**src/gpr_pkg.sv**
```systemverilog
// Purpose: shared constants and carriers for the gating pulse observe router
// Assumes: 20 MHz system clock, plain register port with 32-bit data
// Notes:   jumper pins read 1 when open and 0 when closed
`default_nettype none

package gpr_pkg;

    // register port geometry
    localparam int          GPR_ADDR_W      = 8;
    localparam int          GPR_DATA_W      = 32;

    // register offsets (byte addresses)
    localparam logic [7:0]  GPR_ADDR_CTRL   = 8'h00;
    localparam logic [7:0]  GPR_ADDR_STATUS = 8'h04;

    // control register layout
    localparam int          GPR_CTRL_OVR    = 0;
    localparam int          GPR_CTRL_CFG_LO = 1;
    localparam int          GPR_CTRL_W      = 5;
    localparam logic [4:0]  GPR_CTRL_RST    = 5'h00;

    // status register layout
    localparam int          GPR_ST_CFG_LO   = 0;
    localparam int          GPR_ST_JMP_LO   = 4;
    localparam int          GPR_ST_OUT_LO   = 8;

    // pin synchroniser depth and clock
    localparam int          GPR_CLK_HZ      = 20_000_000;
    localparam int          GPR_SYNC_STAGES = 3;

    // option settings, one bit each, in the level a jumper pin presents
    typedef struct packed {
        logic tx_polarity_setting;
        logic rx_polarity_setting;
        logic one_pulse_mode;
        logic three_select_mode;
    } gpr_cfg_s;

    localparam int          GPR_CFG_W       = 4;

    // all pin inputs of the router
    typedef struct packed {
        logic       rx_gate_in_a;
        logic       rx_gate_in_b;
        logic [2:0] tx_gate_n;
        logic [2:0] observe_sel_n;
        gpr_cfg_s   jumpers;
    } gpr_pins_s;

    localparam int          GPR_PIN_W       = 12;
    // idle pins: gates and selects inactive, jumpers open
    localparam logic [11:0] GPR_PIN_RST     = 12'hfff;

    // all router outputs
    typedef struct packed {
        logic       receiver_pulse;
        logic [2:0] observe_pulse;
        logic [2:0] tx_switch;
        logic [2:0] osc_path_sel_n;
        logic       osc_path_enable;
    } gpr_out_s;

    localparam int          GPR_OUT_W       = 11;
    localparam logic [10:0] GPR_OUT_RST     = 11'h00e;

endpackage : gpr_pkg

`default_nettype wire

```
**src/gpr_pin_sync.sv**
```systemverilog
// Purpose: three-stage synchroniser with agreement filter for pin inputs
// Assumes: inputs are asynchronous to clk_in
// Notes:   output changes only once stages two and three agree
`timescale 1ns/1ps
`default_nettype none

module gpr_pin_sync #(
    parameter int           W       = 1,
    parameter logic [W-1:0] RST_VAL = '0
) (
    // clock and reset
    input  wire logic         clk_in,
    input  wire logic         rst_in,
    // raw and filtered levels
    input  wire logic [W-1:0] d_in,
    output var  logic [W-1:0] q_out
);

    logic [W-1:0] stage1;
    logic [W-1:0] stage2;
    logic [W-1:0] stage3;

    always_ff @(posedge clk_in) begin
        if (rst_in) begin
            stage1 <= RST_VAL;
            stage2 <= RST_VAL;
            stage3 <= RST_VAL;
        end else begin
            stage1 <= d_in;
            stage2 <= stage1;
            stage3 <= stage2;
        end
    end

    // per bit: a level that has not settled over two stages is not passed on
    always_ff @(posedge clk_in) begin
        if (rst_in) begin
            q_out <= RST_VAL;
        end else begin
            for (int i = 0; i < W; i++) begin
                if (stage2[i] == stage3[i]) begin
                    q_out[i] <= stage3[i];
                end
            end
        end
    end

endmodule : gpr_pin_sync

`default_nettype wire

```
**src/gpr_router.sv**
```systemverilog
// Purpose: route console gating pulses and observe selects to the
//          receiver, transmitter switches and oscillator path switch
// Assumes: pins are asynchronous; jumpers read 1 open, 0 closed
// Notes:   outputs are registered, four to five clocks behind the pins
//
// Functional notes
// - tx jumper sets tx gate sense
// - rx jumper sets rx gate sense
// - pulse-count jumper picks A or B
// - select-mode jumper: three selects or one
// - receiver pulse always follows corrected input A
// - channel one observes when only it selected
// - channel two observes when only it selected
// - channel three observes only in three-select
// - single select: channel two select picks channel
// - oscillator selects low with matching observe pulse
// - oscillator enable is OR of observes
// - defaults: all jumpers open
//
// Design decisions made here: the strobed register port and the register addresses.
`timescale 1ns/1ps
`default_nettype none

module gpr_router
    import gpr_pkg::*;
(
    // clock and reset
    input  wire logic                  mclk_in,
    input  wire logic                  sys_rst_in,
    // console gating pulses
    input  wire logic                  rx_gate_in_a_in,
    input  wire logic                  rx_gate_in_b_in,
    input  wire logic                  tx_gate_in_ch1_n_in,
    input  wire logic                  tx_gate_in_ch2_n_in,
    input  wire logic                  tx_gate_in_ch3_n_in,
    // observe selects
    input  wire logic                  observe_sel_ch1_n_in,
    input  wire logic                  observe_sel_ch2_n_in,
    input  wire logic                  observe_sel_ch3_n_in,
    // option jumpers
    input  wire logic                  tx_polarity_jumper_in,
    input  wire logic                  rx_polarity_jumper_in,
    input  wire logic                  pulse_count_jumper_in,
    input  wire logic                  select_mode_jumper_in,
    // register port
    input  wire logic [GPR_ADDR_W-1:0] reg_addr_in,
    input  wire logic [GPR_DATA_W-1:0] reg_wdata_in,
    input  wire logic                  reg_wr_in,
    input  wire logic                  reg_rd_in,
    output var  logic [GPR_DATA_W-1:0] reg_rdata_out,
    // receiver and observe pulses
    output var  logic                  receiver_pulse_out,
    output var  logic                  observe_pulse_ch1_out,
    output var  logic                  observe_pulse_ch2_out,
    output var  logic                  observe_pulse_ch3_out,
    // transmitter switching pulses
    output var  logic                  tx_switch_ch1_out,
    output var  logic                  tx_switch_ch2_out,
    output var  logic                  tx_switch_ch3_out,
    // oscillator path switch
    output var  logic                  osc_path_sel1_n_out,
    output var  logic                  osc_path_sel2_n_out,
    output var  logic                  osc_path_sel3_n_out,
    output var  logic                  osc_path_enable_out
);

    gpr_pins_s              pins_raw;
    gpr_pins_s              pins;
    logic [GPR_CTRL_W-1:0]  ctrl;
    gpr_cfg_s               sw_cfg;
    gpr_cfg_s               cfg;
    gpr_out_s               next_outs;
    gpr_out_s               outs;

    logic                   rx_pulse_int_a;
    logic                   rx_pulse_int_b;
    logic                   chosen_pulse;
    logic                   obs_ch2;

    // gather the pins into one carrier
    always_comb begin
        pins_raw.rx_gate_in_a                  = rx_gate_in_a_in;
        pins_raw.rx_gate_in_b                  = rx_gate_in_b_in;
        pins_raw.tx_gate_n                     = {tx_gate_in_ch3_n_in,
                                                  tx_gate_in_ch2_n_in,
                                                  tx_gate_in_ch1_n_in};
        pins_raw.observe_sel_n                 = {observe_sel_ch3_n_in,
                                                  observe_sel_ch2_n_in,
                                                  observe_sel_ch1_n_in};
        pins_raw.jumpers.tx_polarity_setting   = tx_polarity_jumper_in;
        pins_raw.jumpers.rx_polarity_setting   = rx_polarity_jumper_in;
        pins_raw.jumpers.one_pulse_mode        = pulse_count_jumper_in;
        pins_raw.jumpers.three_select_mode     = select_mode_jumper_in;
    end

    // jumpers pass the filter too, so a reworked jumper settles before use
    gpr_pin_sync #(
        .W       (GPR_PIN_W),
        .RST_VAL (GPR_PIN_RST)
    ) u_pin_sync (
        .clk_in (mclk_in),
        .rst_in (sys_rst_in),
        .d_in   (pins_raw),
        .q_out  (pins)
    );

    // software may take over the jumper settings, e.g. for bench tests
    // without rework; the override is off after reset
    always_ff @(posedge mclk_in) begin
        if (sys_rst_in) begin
            ctrl <= GPR_CTRL_RST;
        end else if (reg_wr_in && reg_addr_in == GPR_ADDR_CTRL) begin
            ctrl <= reg_wdata_in[GPR_CTRL_W-1:0];
        end
    end

    assign sw_cfg = gpr_cfg_s'(ctrl[GPR_CTRL_CFG_LO +: GPR_CFG_W]);
    // jumper pin level is the setting itself: open = 1 = low-active
    assign cfg    = ctrl[GPR_CTRL_OVR] ? sw_cfg : pins.jumpers;

    // one channel alone selected; a double select must observe nothing
    function automatic logic sole_select(input logic [2:0] sel_n,
                                         input int         idx);
        logic [2:0] want_n;
        want_n      = '1;
        want_n[idx] = 1'b0;
        return sel_n == want_n;
    endfunction : sole_select

    // polarity correction and pulse choice
    always_comb begin
        rx_pulse_int_a = pins.rx_gate_in_a ^ cfg.rx_polarity_setting;
        rx_pulse_int_b = pins.rx_gate_in_b ^ cfg.rx_polarity_setting;
        chosen_pulse   = cfg.one_pulse_mode ? rx_pulse_int_a
                                            : rx_pulse_int_b;
        // console single line is wired onto the channel two select
        obs_ch2        = ~pins.observe_sel_n[1];
    end

    // routing; a multiple selection in three-select mode observes nothing
    always_comb begin
        next_outs.receiver_pulse = rx_pulse_int_a;
        next_outs.tx_switch      = pins.tx_gate_n
                                 ^ {3{cfg.tx_polarity_setting}};
        if (cfg.three_select_mode) begin
            next_outs.observe_pulse[0] = sole_select(pins.observe_sel_n, 0)
                                       & chosen_pulse;
            next_outs.observe_pulse[1] = sole_select(pins.observe_sel_n, 1)
                                       & chosen_pulse;
            next_outs.observe_pulse[2] = sole_select(pins.observe_sel_n, 2)
                                       & chosen_pulse;
        end else begin
            next_outs.observe_pulse[0] = ~obs_ch2 & chosen_pulse;
            next_outs.observe_pulse[1] = obs_ch2 & chosen_pulse;
            next_outs.observe_pulse[2] = 1'b0;
        end
        next_outs.osc_path_sel_n  = ~next_outs.observe_pulse;
        next_outs.osc_path_enable = |next_outs.observe_pulse;
    end

    // one more clock of delay, but no decode glitch reaches the switches
    always_ff @(posedge mclk_in) begin
        if (sys_rst_in) begin
            outs <= GPR_OUT_RST;
        end else begin
            outs <= next_outs;
        end
    end

    assign receiver_pulse_out    = outs.receiver_pulse;
    assign observe_pulse_ch1_out = outs.observe_pulse[0];
    assign observe_pulse_ch2_out = outs.observe_pulse[1];
    assign observe_pulse_ch3_out = outs.observe_pulse[2];
    assign tx_switch_ch1_out     = outs.tx_switch[0];
    assign tx_switch_ch2_out     = outs.tx_switch[1];
    assign tx_switch_ch3_out     = outs.tx_switch[2];
    assign osc_path_sel1_n_out   = outs.osc_path_sel_n[0];
    assign osc_path_sel2_n_out   = outs.osc_path_sel_n[1];
    assign osc_path_sel3_n_out   = outs.osc_path_sel_n[2];
    assign osc_path_enable_out   = outs.osc_path_enable;

    // read data stand only in the cycle after the strobe
    // status: effective settings, filtered jumpers, then the outputs
    always_ff @(posedge mclk_in) begin
        if (sys_rst_in) begin
            reg_rdata_out <= '0;
        end else if (reg_rd_in && reg_addr_in == GPR_ADDR_CTRL) begin
            reg_rdata_out <= GPR_DATA_W'(ctrl);
        end else if (reg_rd_in && reg_addr_in == GPR_ADDR_STATUS) begin
            reg_rdata_out <= '0;
            reg_rdata_out[GPR_ST_CFG_LO +: GPR_CFG_W] <= cfg;
            reg_rdata_out[GPR_ST_JMP_LO +: GPR_CFG_W] <= pins.jumpers;
            reg_rdata_out[GPR_ST_OUT_LO +: GPR_OUT_W] <= outs;
        end else begin
            reg_rdata_out <= '0;
        end
    end

    // keeps $past from reaching back across a reset edge
    logic past_valid;

    always_ff @(posedge mclk_in) begin
        if (sys_rst_in) begin
            past_valid <= 1'b0;
        end else begin
            past_valid <= 1'b1;
        end
    end
endmodule : gpr_router

`default_nettype wire

```
**config.mk**
```make
export PLATFORM = sky130hd
export DESIGN_NAME = gpr_router
export DESIGN_NICKNAME = d
export VERILOG_FILES = /design/src/gpr_pkg.sv /design/src/gpr_pin_sync.sv /design/src/gpr_router.sv
export SDC_FILE = /design/constraint.sdc
export NUM_CORES = 1
export LEC_CHECK = 0
export BUFFER_PORTS_ARGS = -buffer_cell sky130_fd_sc_hd__buf_4
export CORE_MARGIN = 4
export CORE_UTILIZATION = 30
export CTS_CLUSTER_DIAMETER = 80
export DETAILED_ROUTE_END_ITERATION = 8
export SLEW_MARGIN = 20
export SYNTH_ARGS = -nofsm -noshare
export SYNTH_HDL_FRONTEND = slang
export SYNTH_SLANG_ARGS = --single-unit
```
**constraint.sdc**
```tcl
create_clock -name mclk_in -period 3.98 [get_ports mclk_in]
set_input_delay 0.597 -clock mclk_in [delete_from_list [all_inputs] [get_ports mclk_in]]
set_output_delay 0.597 -clock mclk_in [all_outputs]
set_load 0.01 [all_outputs]
```
==> results by stage, run 1 <==
Run status:
- The run finished with clean final reports.

Logic synthesis:
- The number of distinct standard cells referenced by the synthesized netlist is 25.
- The proportion of netlist area held by the largest area contributor is 0.619.
- After technology mapping, the gate count stands at 252.
- The cell taking the most area after synthesis is sky130_fd_sc_hd__dfxtp_1.
- The synthesized area per cell is 10.7 um^2.
- During synthesis, Yosys emitted a total of 0 warnings.
- Of the synthesized area, sequential elements account for 0.619.
- After synthesis the cells add up to 2690 um^2.
- By area the synthesized netlist is led by sky130_fd_sc_hd__dfxtp_1, sky130_fd_sc_hd__or2_2, sky130_fd_sc_hd__mux2i_1, sky130_fd_sc_hd__nor2_1, sky130_fd_sc_hd__buf_4.
- Counting flops and latches in the post-synthesis netlist gives 83.

Floorplan:
- The floorplan step set the die width to 103 um.
- After floorplanning, the core was divided into 34 placement rows.
- The area enclosed by the die boundary is 10,500 um^2.
- For this design the top-level I/O count stands at roughly 100.
- The die is 103 um tall.
- The area of the placeable core is 8720 um^2.
- For this configuration, the core starts out at a cell density of 0.308.

Detailed routing:
- The number of antenna-violating nets in the routed design is 0.
- After detailed routing, the total wire length is between 4000 and 5000 um.
- For this block, wires on met1 add up to 2050 um.
- Wire segments on met2 add up to 1850 um in the final route.
- The number of DRC markers in iteration 0 is 45.
- The total met3 wirelength after detailed routing is 420 um.
- The number of detailed-routing iterations run before antenna repair is 3.
- The average detailed-routed wire length per instance is 10.4 um.
- In the routed design, unresolved DRC markers number 0.
- The number of vias per cell is 4.01.
- In this run the top signal layer used is met4.
- The final route contains around 1,700 vias.

Final layout:
- The area growth from synthesis to layout is 25.5%.
- The proportion of layout cells with a drive suffix above 1 is 0.354.
- The antenna cell count is 0.
- The number of standard cells in the layout, taps in and fillers out is 422.
- The final layout net count is around 370.

Clock tree:
- The post-CTS setup-driven buffer insertion count is 0.
- The number of hold-repair buffers added at the cts stage is 0.
- TritonCTS built the clock tree.
- The clock tree root driver cell is sky130_fd_sc_hd__clkbuf_8.
- The post-CTS clock slew at the launch and capture registers of the worst setup and hold paths is 0.08 ns.
- The tree built by TritonCTS fans out to 83 sinks.
- The number of cells upsized or downsized after cts is 0.
- The buffer depth of the longest clock path is 2.
- The total clock buffers created by CTS is 9.
- The H-tree depth reported by CTS is 3.
- The source-to-sink clock delay at the later pin of the worst-skew pair is 0.33 ns.

Global route:
- The total overflow left after global routing is 0.
- The number of global-route vias before repair is ~1,600.
- In the global route stage, overall resource usage came out at 0.0868.
- Entering global routing, the biggest net connects 61 pins.
- The initial antenna violation count was 0.
- The wire length of the first global-routing pass is around 7100 um.

Place:
- Input and output buffers added on the ports amount to 58.
- The detailed placement HPWL is 3110 um.
- The total instance count after detailed placement is 406.
- The congestion estimate from routability-driven global placement came to between 0.7 and 0.8.

STA:
- Setup repair after global routing left no endpoint under its margin.
- The final setup TNS is 0 ns.
- The routed design could run at a clock period as short as roughly 2 ns.
- Static timing analysis puts the maximum clock frequency at 513 MHz.
- Across the routed clock network, the largest skew measured is 0.00426 ns.
- The relative slew slack is 0.613.
- The actual transition at the worst max-transition pin is 0.578 ns.
- Setup violations remaining at the end of the flow were counted as 0.
- The final hold violation count is 0.
- In the finished design, the share of the clock period the worst path needs comes to 0.490.
- The number of pins with negative max-slew slack in the final report was 0.

Power and ir drop:
- VDD sags by at most 143 uV.
- In this run the static leakage power is 1.46 nW.
- The power density over the cells is 451 nW/um^2.

Critical path:
- The category of the worst setup path capture point is a flop.
- The data arrival time of the worst path is between 2 and 2.5 ns.
- The critical path is of the flop to flop type.
- STA classifies the critical path startpoint as a flop.
- For the worst setup path, the data required time is 4.19 ns.
- The maximum fanout along the worst path is 7.

Hold path:
- The min-delay analysis places its worst path in the category flop to flop.

Flow run:
- The tool flagged a number of max-cap violations equal to 0.
[cell type report]
type,count,area [um^2]
Fill cell,866,5350
Sequential cell,83,1660
Multi-Input combinational cell,156,923
Inverter,1,3.75
Tap cell,108,135
Clock inverter,4,47.5
Clock buffer,12,165
Timing Repair Buffer,58,435
[cell usage in the layout, fill, tap and decap left out]
cell / n
sky130_fd_sc_hd__o21ai_0: 2
sky130_fd_sc_hd__nor3_1: 2
sky130_fd_sc_hd__nor2_1: 30
sky130_fd_sc_hd__or3_1: 1
sky130_fd_sc_hd__bufinv_16: 1
sky130_fd_sc_hd__dfxtp_1: 83
sky130_fd_sc_hd__conb_1: 13
sky130_fd_sc_hd__xnor2_1: 1
sky130_fd_sc_hd__clkbuf_8: 12
sky130_fd_sc_hd__and2_1: 14
sky130_fd_sc_hd__mux2i_1: 12
sky130_fd_sc_hd__clkinv_2: 2
sky130_fd_sc_hd__xor2_1: 4
sky130_fd_sc_hd__inv_1: 1
sky130_fd_sc_hd__nor2b_1: 1
sky130_fd_sc_hd__and2b_1: 1
sky130_fd_sc_hd__nor4_1: 2
sky130_fd_sc_hd__nand2_1: 1
sky130_fd_sc_hd__nand4_1: 1
sky130_fd_sc_hd__nand4b_1: 1
sky130_fd_sc_hd__or4_1: 1
sky130_fd_sc_hd__o21bai_1: 12
sky130_fd_sc_hd__a21oi_1: 16
sky130_fd_sc_hd__buf_4: 58
sky130_fd_sc_hd__clkinvlp_4: 1
sky130_fd_sc_hd__nand3b_1: 1
sky130_fd_sc_hd__or2_2: 37
sky130_fd_sc_hd__a211oi_1: 3
[routing by layer]
metal | up-vias | GRT usage
li1 | 901 | -
met1 | 729 | 0.111
met2 | 57 | 0.130
met3 | 6 | 0.0304
met4 | 0 | 0.0424
met5 | - | 0
[final timing paths]
path	endpoint	cells after the start	slack, ns	start
max	osc_path_sel3_n_out$_SDFF_PP1_	4	2.03	ctrl[0]$_SDFFE_PP0P_
min	u_pin_sync.stage2[6]$_SDFF_PP1_	1	0.41	u_pin_sync.stage1[6]$_SDFF_PP1_
max reg2reg	osc_path_sel3_n_out$_SDFF_PP1_	4	2.03	ctrl[0]$_SDFFE_PP0P_
min reg2reg	u_pin_sync.stage2[6]$_SDFF_PP1_	1	0.41	u_pin_sync.stage1[6]$_SDFF_PP1_
[stage by stage]
stage	total power [mW]	hold WS [ns]	util	area [um^2]	setup slack, ns
global route	1.58	0.419	0.387	3370	1.91
global placement	0.924	0.395	0.362	3160	1.77
floorplan	0.908	0.389	-	2730	2.21
CTS	1.54	0.411	0.387	3370	2.02
detailed placement	0.925	0.392	0.362	3160	1.72
finish	1.52	0.410	0.387	3370	2.03
[cells by family (layout without fill, tap and decap cells)]
| group | Yosys count | count (layout) | synth area share |
|---|---|---|---|
| AO/OA/AOI/OAI | 33 | 33 | 0.0755 |
| XOR/XNOR | 5 | 5 | 0.0163 |
| buffers and inverters | 25 | 75 | 0.0545 |
| flip-flops | 83 | 83 | 0.619 |
| other | 1 | 13 | 0.00140 |
| AND/OR/NAND/NOR | 93 | 93 | 0.189 |
| multiplexers | 12 | 12 | 0.0447 |
[cells in the mapped netlist]
master                     number
sky130_fd_sc_hd__nand2_1        1
sky130_fd_sc_hd__or3_1          1
sky130_fd_sc_hd__nand4_1        1
sky130_fd_sc_hd__nand3b_1       1
sky130_fd_sc_hd__nor2b_1        1
sky130_fd_sc_hd__nand4b_1       1
sky130_fd_sc_hd__nor4_1         2
sky130_fd_sc_hd__o21bai_1      12
sky130_fd_sc_hd__inv_1          1
sky130_fd_sc_hd__nor2_1        30
sky130_fd_sc_hd__dfxtp_1       83
sky130_fd_sc_hd__conb_1         1
sky130_fd_sc_hd__and2_1        14
sky130_fd_sc_hd__or2_2         37
sky130_fd_sc_hd__buf_4         14
sky130_fd_sc_hd__o21ai_0        2
sky130_fd_sc_hd__a211oi_1       3
sky130_fd_sc_hd__xor2_1         4
sky130_fd_sc_hd__xnor2_1        1
sky130_fd_sc_hd__mux2i_1       12
sky130_fd_sc_hd__clkbuf_1      10
sky130_fd_sc_hd__a21oi_1       16
sky130_fd_sc_hd__or4_1          1
sky130_fd_sc_hd__and2b_1        1
sky130_fd_sc_hd__nor3_1         2
[critical path, stage by stage, from the launching register on]
cell and delay [ns]:
sky130_fd_sc_hd__dfxtp_1 0.51, sky130_fd_sc_hd__mux2i_1 0.32, sky130_fd_sc_hd__mux2i_1 0.25, sky130_fd_sc_hd__mux2i_1 0.21, sky130_fd_sc_hd__or4_1 0.54
[registers in the layout (all words and copies together) (netlist names), 5 cells and up]
| signal | flops |
|---|---|
| u_pin_sync.q_out | 12 |
| u_pin_sync.stage1 | 12 |
| u_pin_sync.stage3 | 12 |
| u_pin_sync.stage2 | 12 |
| ctrl | 5 |
| reg_rdata_out | 19 |
[report_power, final]
part / internal [mW] / leakage, nW / switching, mW
clock: 0.339 / 0.108 / 0.276
sequential: 0.845 / 0.677 / 0.00627
combinational: 0.0311 / 0.680 / 0.0225
(Power assumes the default switching activity.)
==> run 2: changes to the inputs <==
clock period = 1.6 ns   (was 3.98 ns; I/O delays follow)
==> results by stage, run 2 (same netlist as run 1, synthesis figures left out) <==
Floorplan:
- The die is between 100 and 150 um wide.
- In this run the core area contains 34 standard-cell rows.
- The die covers around 11,000 um^2.
- For this configuration, the core starts out at a cell density of 0.308.
- The area of the placeable core is 8720 um^2.
- The die span in y is 103 um.
- slightly below 100 I/O pins were placed.

Clock tree:
- The buffer depth of the longest clock path is 2.
- The tree is rooted in a sky130_fd_sc_hd__clkbuf_8.
- The H-tree generated during clock tree synthesis spans 3 levels.
- The source-to-sink clock delay at the later pin of the worst-skew pair is 0.34 ns.
- TritonCTS built the clock tree.
- The total clock buffers created by CTS is 9.
- The post-CTS clock slew at the launch and capture registers of the worst setup and hold paths is 0.09 ns.
- The number of clock sinks seen by CTS is 83.

Detailed routing:
- The total wirelength of the detailed-routed design is 4500 um.
- Across all layers, the routed design uses 1,687 vias.
- For this run, design rule violations remaining after detail routing come to 0.
- The average detailed-routed wire length per instance is 10.5 um.
- The number of antenna-violating nets in the routed design is 0.
- Dividing the detail-routed via count by the number of cells gives 3.92.
- The first detailed-routing pass ran for 4 iterations.
- For this block, the initial DRC count from the detailed router was 74.

Critical path:
- The cell type group with the largest total delay on the critical path is multiplexers.
- The category of the worst setup path capture point is a flop.
- Counting stages on the worst path, the most repeated cell is sky130_fd_sc_hd__mux2i_2.
- The critical path goes through mux2i_2 > mux2i_1 > mux2i_2 > or4_1.
- The highest-delay cell along the critical path is sky130_fd_sc_hd__or4_1.
- The worst setup path is of the flop to flop kind.
- STA classifies the critical path startpoint as a flop.
- The data arrival time of the worst path is 1.76 ns.
- In this run the worst path has a maximum fanout of 7.
- The worst stage delay on the critical path is 0.40 ns.
- For the worst setup path, the data required time is about 1.8 ns.
- The sum of buffers and inverters on the critical path is 0.

STA:
- The fmax is 647 MHz.
- The worst hold margin is approximately 0.08 ns.
- The maximum clock skew at final layout is 0.00600 ns.
- The final setup TNS is 0 ns.
- The number of pins with negative max-slew slack in the final report came to 0.
- Counting I/O delays and the setup requirement, the final critical path takes 1.55 ns.
- The final hold violation count is 0.
- Setup repair after global routing could not meet its margin everywhere.
- The setup slack after layout is 0.0547 ns.
- The number of setup violations in the final report is 0.
- In the finished design, the share of the clock period the worst path needs comes to 0.966.

Hold path:
- The path class of the tightest hold or removal check is primary input to flop.

Final layout:
- The design area is 3440 um^2.
- In the layout the commonest cells are sky130_fd_sc_hd__dfxtp_1, sky130_fd_sc_hd__buf_4, sky130_fd_sc_hd__or2_2, sky130_fd_sc_hd__nor2_1, sky130_fd_sc_hd__a21oi_1.
- The fill cell instance count of the final layout is 876.
- The library cell used most frequently in the layout, excluding fill and tap cells, is sky130_fd_sc_hd__dfxtp_1.
- The antenna cell count is 0.
- In the final design database the tool counted about 370 nets.
- The register with the most flip-flops in the layout has 19 of them.
- The proportion of layout cells with a drive suffix above 1 is 0.382.
- The number of standard cells in the layout, taps in and fillers out is 430.
- Relative to the synthesized area, the layout overhead comes to 28.1%.
- The top register by number of flip-flops is reg_rdata_out.

Global route:
- The first global-routing pass estimated 7490 um of wire.
- The number of global-route vias before repair came to 1,647.
- Summed over all layers, the global routing overflow is 0.
- The overall fraction of global-route tracks in use is 0.0928.
- The initial antenna violation count is 0.
- The maximum number of pins on one net before global-route repair is 57.

Power and ir drop:
- The cell leakage power is between 1.5 and 2 nW.
- For this design the ratio of total power to cell area is 1100 nW/um^2.
- VDD sags by at most 374 uV.

Place:
- Port buffering added 58 buffers.
- The detailed placement HPWL is around 3200 um.
- The routability congestion estimate is 0.805.
- After detailed placement, the total cell area comes to 3230 um^2.
- The setup slack at placement is 0.0246 ns.
- The total instance count after detailed placement is 414.

Run status:
- The run finished with clean final reports.

Flow run:
- Max-cap violations in this run came to 0.
-- run 2: where the power goes --
group	internal (mW)	switching, mW
sequential	2.10	0.0157
combinational	0.0796	0.0566
clock	0.780	0.752
-- run 2: what timing repair did --
item	CTS	global route
buffers inserted	0	0
endpoints found under the setup margin	0	7
hold buffers	0	0
gates resized for setup	0	2
-- run 2: worst register-to-register path, stage by stage (launching register included) --
cell and delay (ns):
sky130_fd_sc_hd__dfxtp_2 0.35, sky130_fd_sc_hd__mux2i_2 0.25, sky130_fd_sc_hd__mux2i_1 0.28, sky130_fd_sc_hd__mux2i_2 0.15, sky130_fd_sc_hd__or4_1 0.40
-- run 2: final timing paths --
path	startpoint	end	slack (ns)	depth (start not counted)
max	ctrl[0]$_SDFFE_PP0P_	osc_path_sel3_n_out$_SDFF_PP1_	0.05	4
min	observe_sel_ch1_n_in	u_pin_sync.stage1[4]$_SDFF_PP1_	0.08	2
max reg2reg	ctrl[0]$_SDFFE_PP0P_	osc_path_sel3_n_out$_SDFF_PP1_	0.05	4
min reg2reg	u_pin_sync.stage1[11]$_SDFF_PP1_	u_pin_sync.stage2[11]$_SDFF_PP1_	0.41	1
-- run 2: layout make-up --
type | instances | area [um^2] | share of cell area
clock inverter | 6 | 72.6 | 0.0211
tap | 108 | 135 | 0.0393
timing repair buffer | 66 | 495 | 0.144
sequential | 83 | 1660 | 0.483
multi-input combinational | 156 | 935 | 0.272
inverter | 1 | 3.75 | 0.00109
clock buffer | 10 | 138 | 0.0400
-- run 2: through the flow --
stage,power (mW),util
after floorplan,2.26,-
after global placement,2.30,0.370
final,3.79,0.395
after detailed placement,2.30,0.370
after global routing,3.96,0.395
after CTS,3.84,0.394
-- run 2: per-layer routing --
layer | track usage | routed length, um | share of wire | vias up
li1 | - | - | - | 924
met3 | 0.0311 | 394 | 0.088 | 6
met5 | 0 | 0 | 0 | -
met1 | 0.120 | 2240 | 0.50 | 700
met2 | 0.133 | 1810 | 0.40 | 57
met4 | 0.0575 | 51 | 0.011 | 0
==> run 3: changes to the inputs <==
CORE_UTILIZATION = 43   (was 30)
PLACE_DENSITY = 0.74   (was not set)
==> results by stage, run 3 (same netlist as run 1, synthesis figures left out) <==
Run status:
- The run finished with clean final reports.

Flow run:
- The tool flagged a number of max-cap violations equal to 0.

Global route:
- In the global route stage, met3 resource usage came out at 0.0274.
- met2 is the most crowded layer.
- The number of global-route vias before repair was 1,572.
- For this run, global-route usage on met2 was measured as 0.190.
- The initial antenna violation count is 0.
- The wire length of the first global-routing pass is 6920 um.
- The residual overflow from global routing is 0.
- The met1 demand-to-capacity share in global routing is 0.140.
- Entering global routing, the biggest net connects 26 pins.
- The overall fraction of global-route tracks in use is 0.121.

Final layout:
- Leaving out fill and tap cells, the most frequent cells in the layout are sky130_fd_sc_hd__dfxtp_1, sky130_fd_sc_hd__buf_4, sky130_fd_sc_hd__or2_2, sky130_fd_sc_hd__nor2_1, sky130_fd_sc_hd__a21oi_1.
- The flip-flop count of the largest register, all copies and words added is 19.
- Of the cells placed in the final design, the portion with a size suffix greater than 1 is 0.393.
- The net count of the finished layout is 374.
- The repair_antennas step left the layout with diodes totalling 0.
- The top register by number of flip-flops is reg_rdata_out.
- The library cell used most frequently in the layout, excluding fill and tap cells, is sky130_fd_sc_hd__dfxtp_1.
- Relative to the synthesized area, the layout overhead comes to 27.6%.
- After routing the design area is approximately 3400 um^2.

Detailed routing:
- Using the TritonRoute via totals, the vias-per-cell ratio works out to 4.42.
- Once detail routing completed, the nets flagged for antenna violations numbered 0.
- The detailed-route via count is 1,760.
- In the routed design, unresolved DRC markers number 0.
- The number of detailed-routing iterations run before antenna repair is 4.
- The average detailed-routed wire length per instance is approximately 11 um.
- The number of DRC markers in iteration 0 is 52.
- The routed design has between 4000 and 5000 um of wire.

Floorplan:
- The area enclosed by the die boundary is 7580 um^2.
- The starting density of the core is 0.448.
- From bottom edge to top edge, the die measures 87.0 um.
- The die span in x is 87.0 um.
- The core region is 5990 um^2.
- The floorplan has 28 rows.
- 99 I/O pins were placed.

Power and ir drop:
- IR analysis of the VDD net gives a maximum drop of 522 uV.
- The sum of internal, switching and leakage power is 3.63 mW.
- The power density over the cells is 1060 nW/um^2.
- The cell leakage power is 1.51 nW.

STA:
- The relative slew slack is 0.663.
- On the final layout, the worst clock skew is 0.00818 ns.
- The final hold violation count is 0.
- The clock period minus worst slack is 1.58 ns.
- The number of setup violations in the final report is 0.
- Static timing analysis puts the maximum clock frequency at approximately 630 MHz.
- The number of pins with negative max-slew slack in the final report is 0.
- Setup repair after global routing could not meet its margin everywhere.
- Hold timing on the final database bottoms out at a slack of 0.0671 ns.
- The setup slack after layout is 0.0197 ns.
- At the pin with the least slew margin, the transition time is 0.491 ns.
- Dividing the final minimum period by the clock period gives 0.988.

Hold path:
- The worst min-delay path class is primary input to flop.
- The startpoint identified for the worst hold timing path is observe_sel_ch1_n_in.
- Along the worst hold path, the cell count comes to 2.
- The end point of the most critical hold path is u_pin_sync.stage1[4]$_SDFF_PP1_.

Clock tree:
- The H-tree depth reported by CTS is 3.
- The total clock buffers created by CTS is 9.
- No sink is reached through more buffers than the 2 on the longest clock path.
- The source-to-sink clock delay at the later pin of the worst-skew pair is around 0.35 ns.
- In this run the clock root is driven by a sky130_fd_sc_hd__clkbuf_8.
- The CTS tree is built.
- The number of clock sinks seen by CTS is 83.
- The post-CTS clock slew at the launch and capture registers of the worst setup and hold paths is 0.09 ns.
- The number of hold-repair buffers added at the cts stage is 0.

Place:
- The count of buffers added on input and output ports is 58.
- Detailed placement finished with a half-perimeter wire length of 3080 um.
- The setup slack at placement is 0.00749 ns.
- The placed instances occupy a cell area of ~3200 um^2.
- Routability-driven placement finished with a final weighted congestion of 0.792.

Critical path:
- The worst setup path is launched from a flop.
- The critical register-to-register path endpoint is osc_path_sel3_n_out$_SDFF_PP1_.
- The worst setup path is of the flop to flop kind.
- The data arrival time of the worst path is 1.81 ns.
- The minimum setup slack among reg-to-reg paths is about 0.020 ns.
- The category of the worst setup path capture point is a flop.
- The maximum fanout along the worst path is 7.
- The required time of the critical path is 1.83 ns.
- The most critical setup path has its startpoint at ctrl[0]$_SDFFE_PP0P_.
- Measured in cells, the most critical reg-to-reg path has a length of 5.
- The startpoint of the lowest-slack register-to-register path is ctrl[0]$_SDFFE_PP0P_.
run 3: cell count changes in the layout (fill, tap and decap cells not counted), sizes merged:
cell,previous run,this run
buf,66,67
bufinv,1,0
clkbuf,10,9
clkinvlp,1,2
inv,3,4
run 3: per-layer routing:
metal  up-vias  routed length, um
met5         -                  0
met4         0                123
met3        11                320
met2        56               2080
met1       768               1940
li1        925                  -
run 3: how the worst max path moves through the flow:
stage / to / slack, ns
CTS: osc_path_sel3_n_out$_SDFF_PP1_ / 0.002
finish: osc_path_sel3_n_out$_SDFF_PP1_ / 0.02
floorplan: osc_path_sel3_n_out$_SDFF_PP1_ / 0.04
global placement: osc_path_sel3_n_out$_SDFF_PP1_ / 0.02
detailed placement: osc_path_sel3_n_out$_SDFF_PP1_ / 0.007
global route: osc_path_sel3_n_out$_SDFF_PP1_ / -0.04
run 3: per-stage QoR:
stage,util,TNS [ns],cells
6_report,0.572,0,398
5_1_grt,0.572,-0.0411,398
4_1_cts,0.563,0,397
3_5_place_dp,0.532,0,381
3_3_place_gp,0.532,0,381
2_1_floorplan,-,0,264
run 3: area by class of cell:
cell class,count,area (um^2)
sequential,83,1670
clock buffer,9,124
tap,75,93.8
clock inverter,7,58.8
multi-input combinational,156,976
fill,523,2560
timing repair buffer,67,507
inverter,1,3.75
run 3: worst max-delay path: stages (launching register included):
cell and delay, ns:
sky130_fd_sc_hd__dfxtp_4 0.38, sky130_fd_sc_hd__buf_6 0.14, sky130_fd_sc_hd__mux2i_4 0.25, sky130_fd_sc_hd__and2b_1 0.19
sky130_fd_sc_hd__mux2i_4 0.10, sky130_fd_sc_hd__or4_1 0.40
run 3: power breakdown:
part           leakage (nW)  switching [mW]  internal (mW)  total [mW]
clock                0.0868           0.790          0.584        1.37
sequential            0.677          0.0160           2.10        2.12
combinational         0.744          0.0576         0.0827       0.140
run 3: timing repair:
item                                    4_1_cts  5_1_grt
buffers inserted                              0        1
gates resized for setup                       1       10
pin swaps                                     0        0
endpoints found under the setup margin        1        7
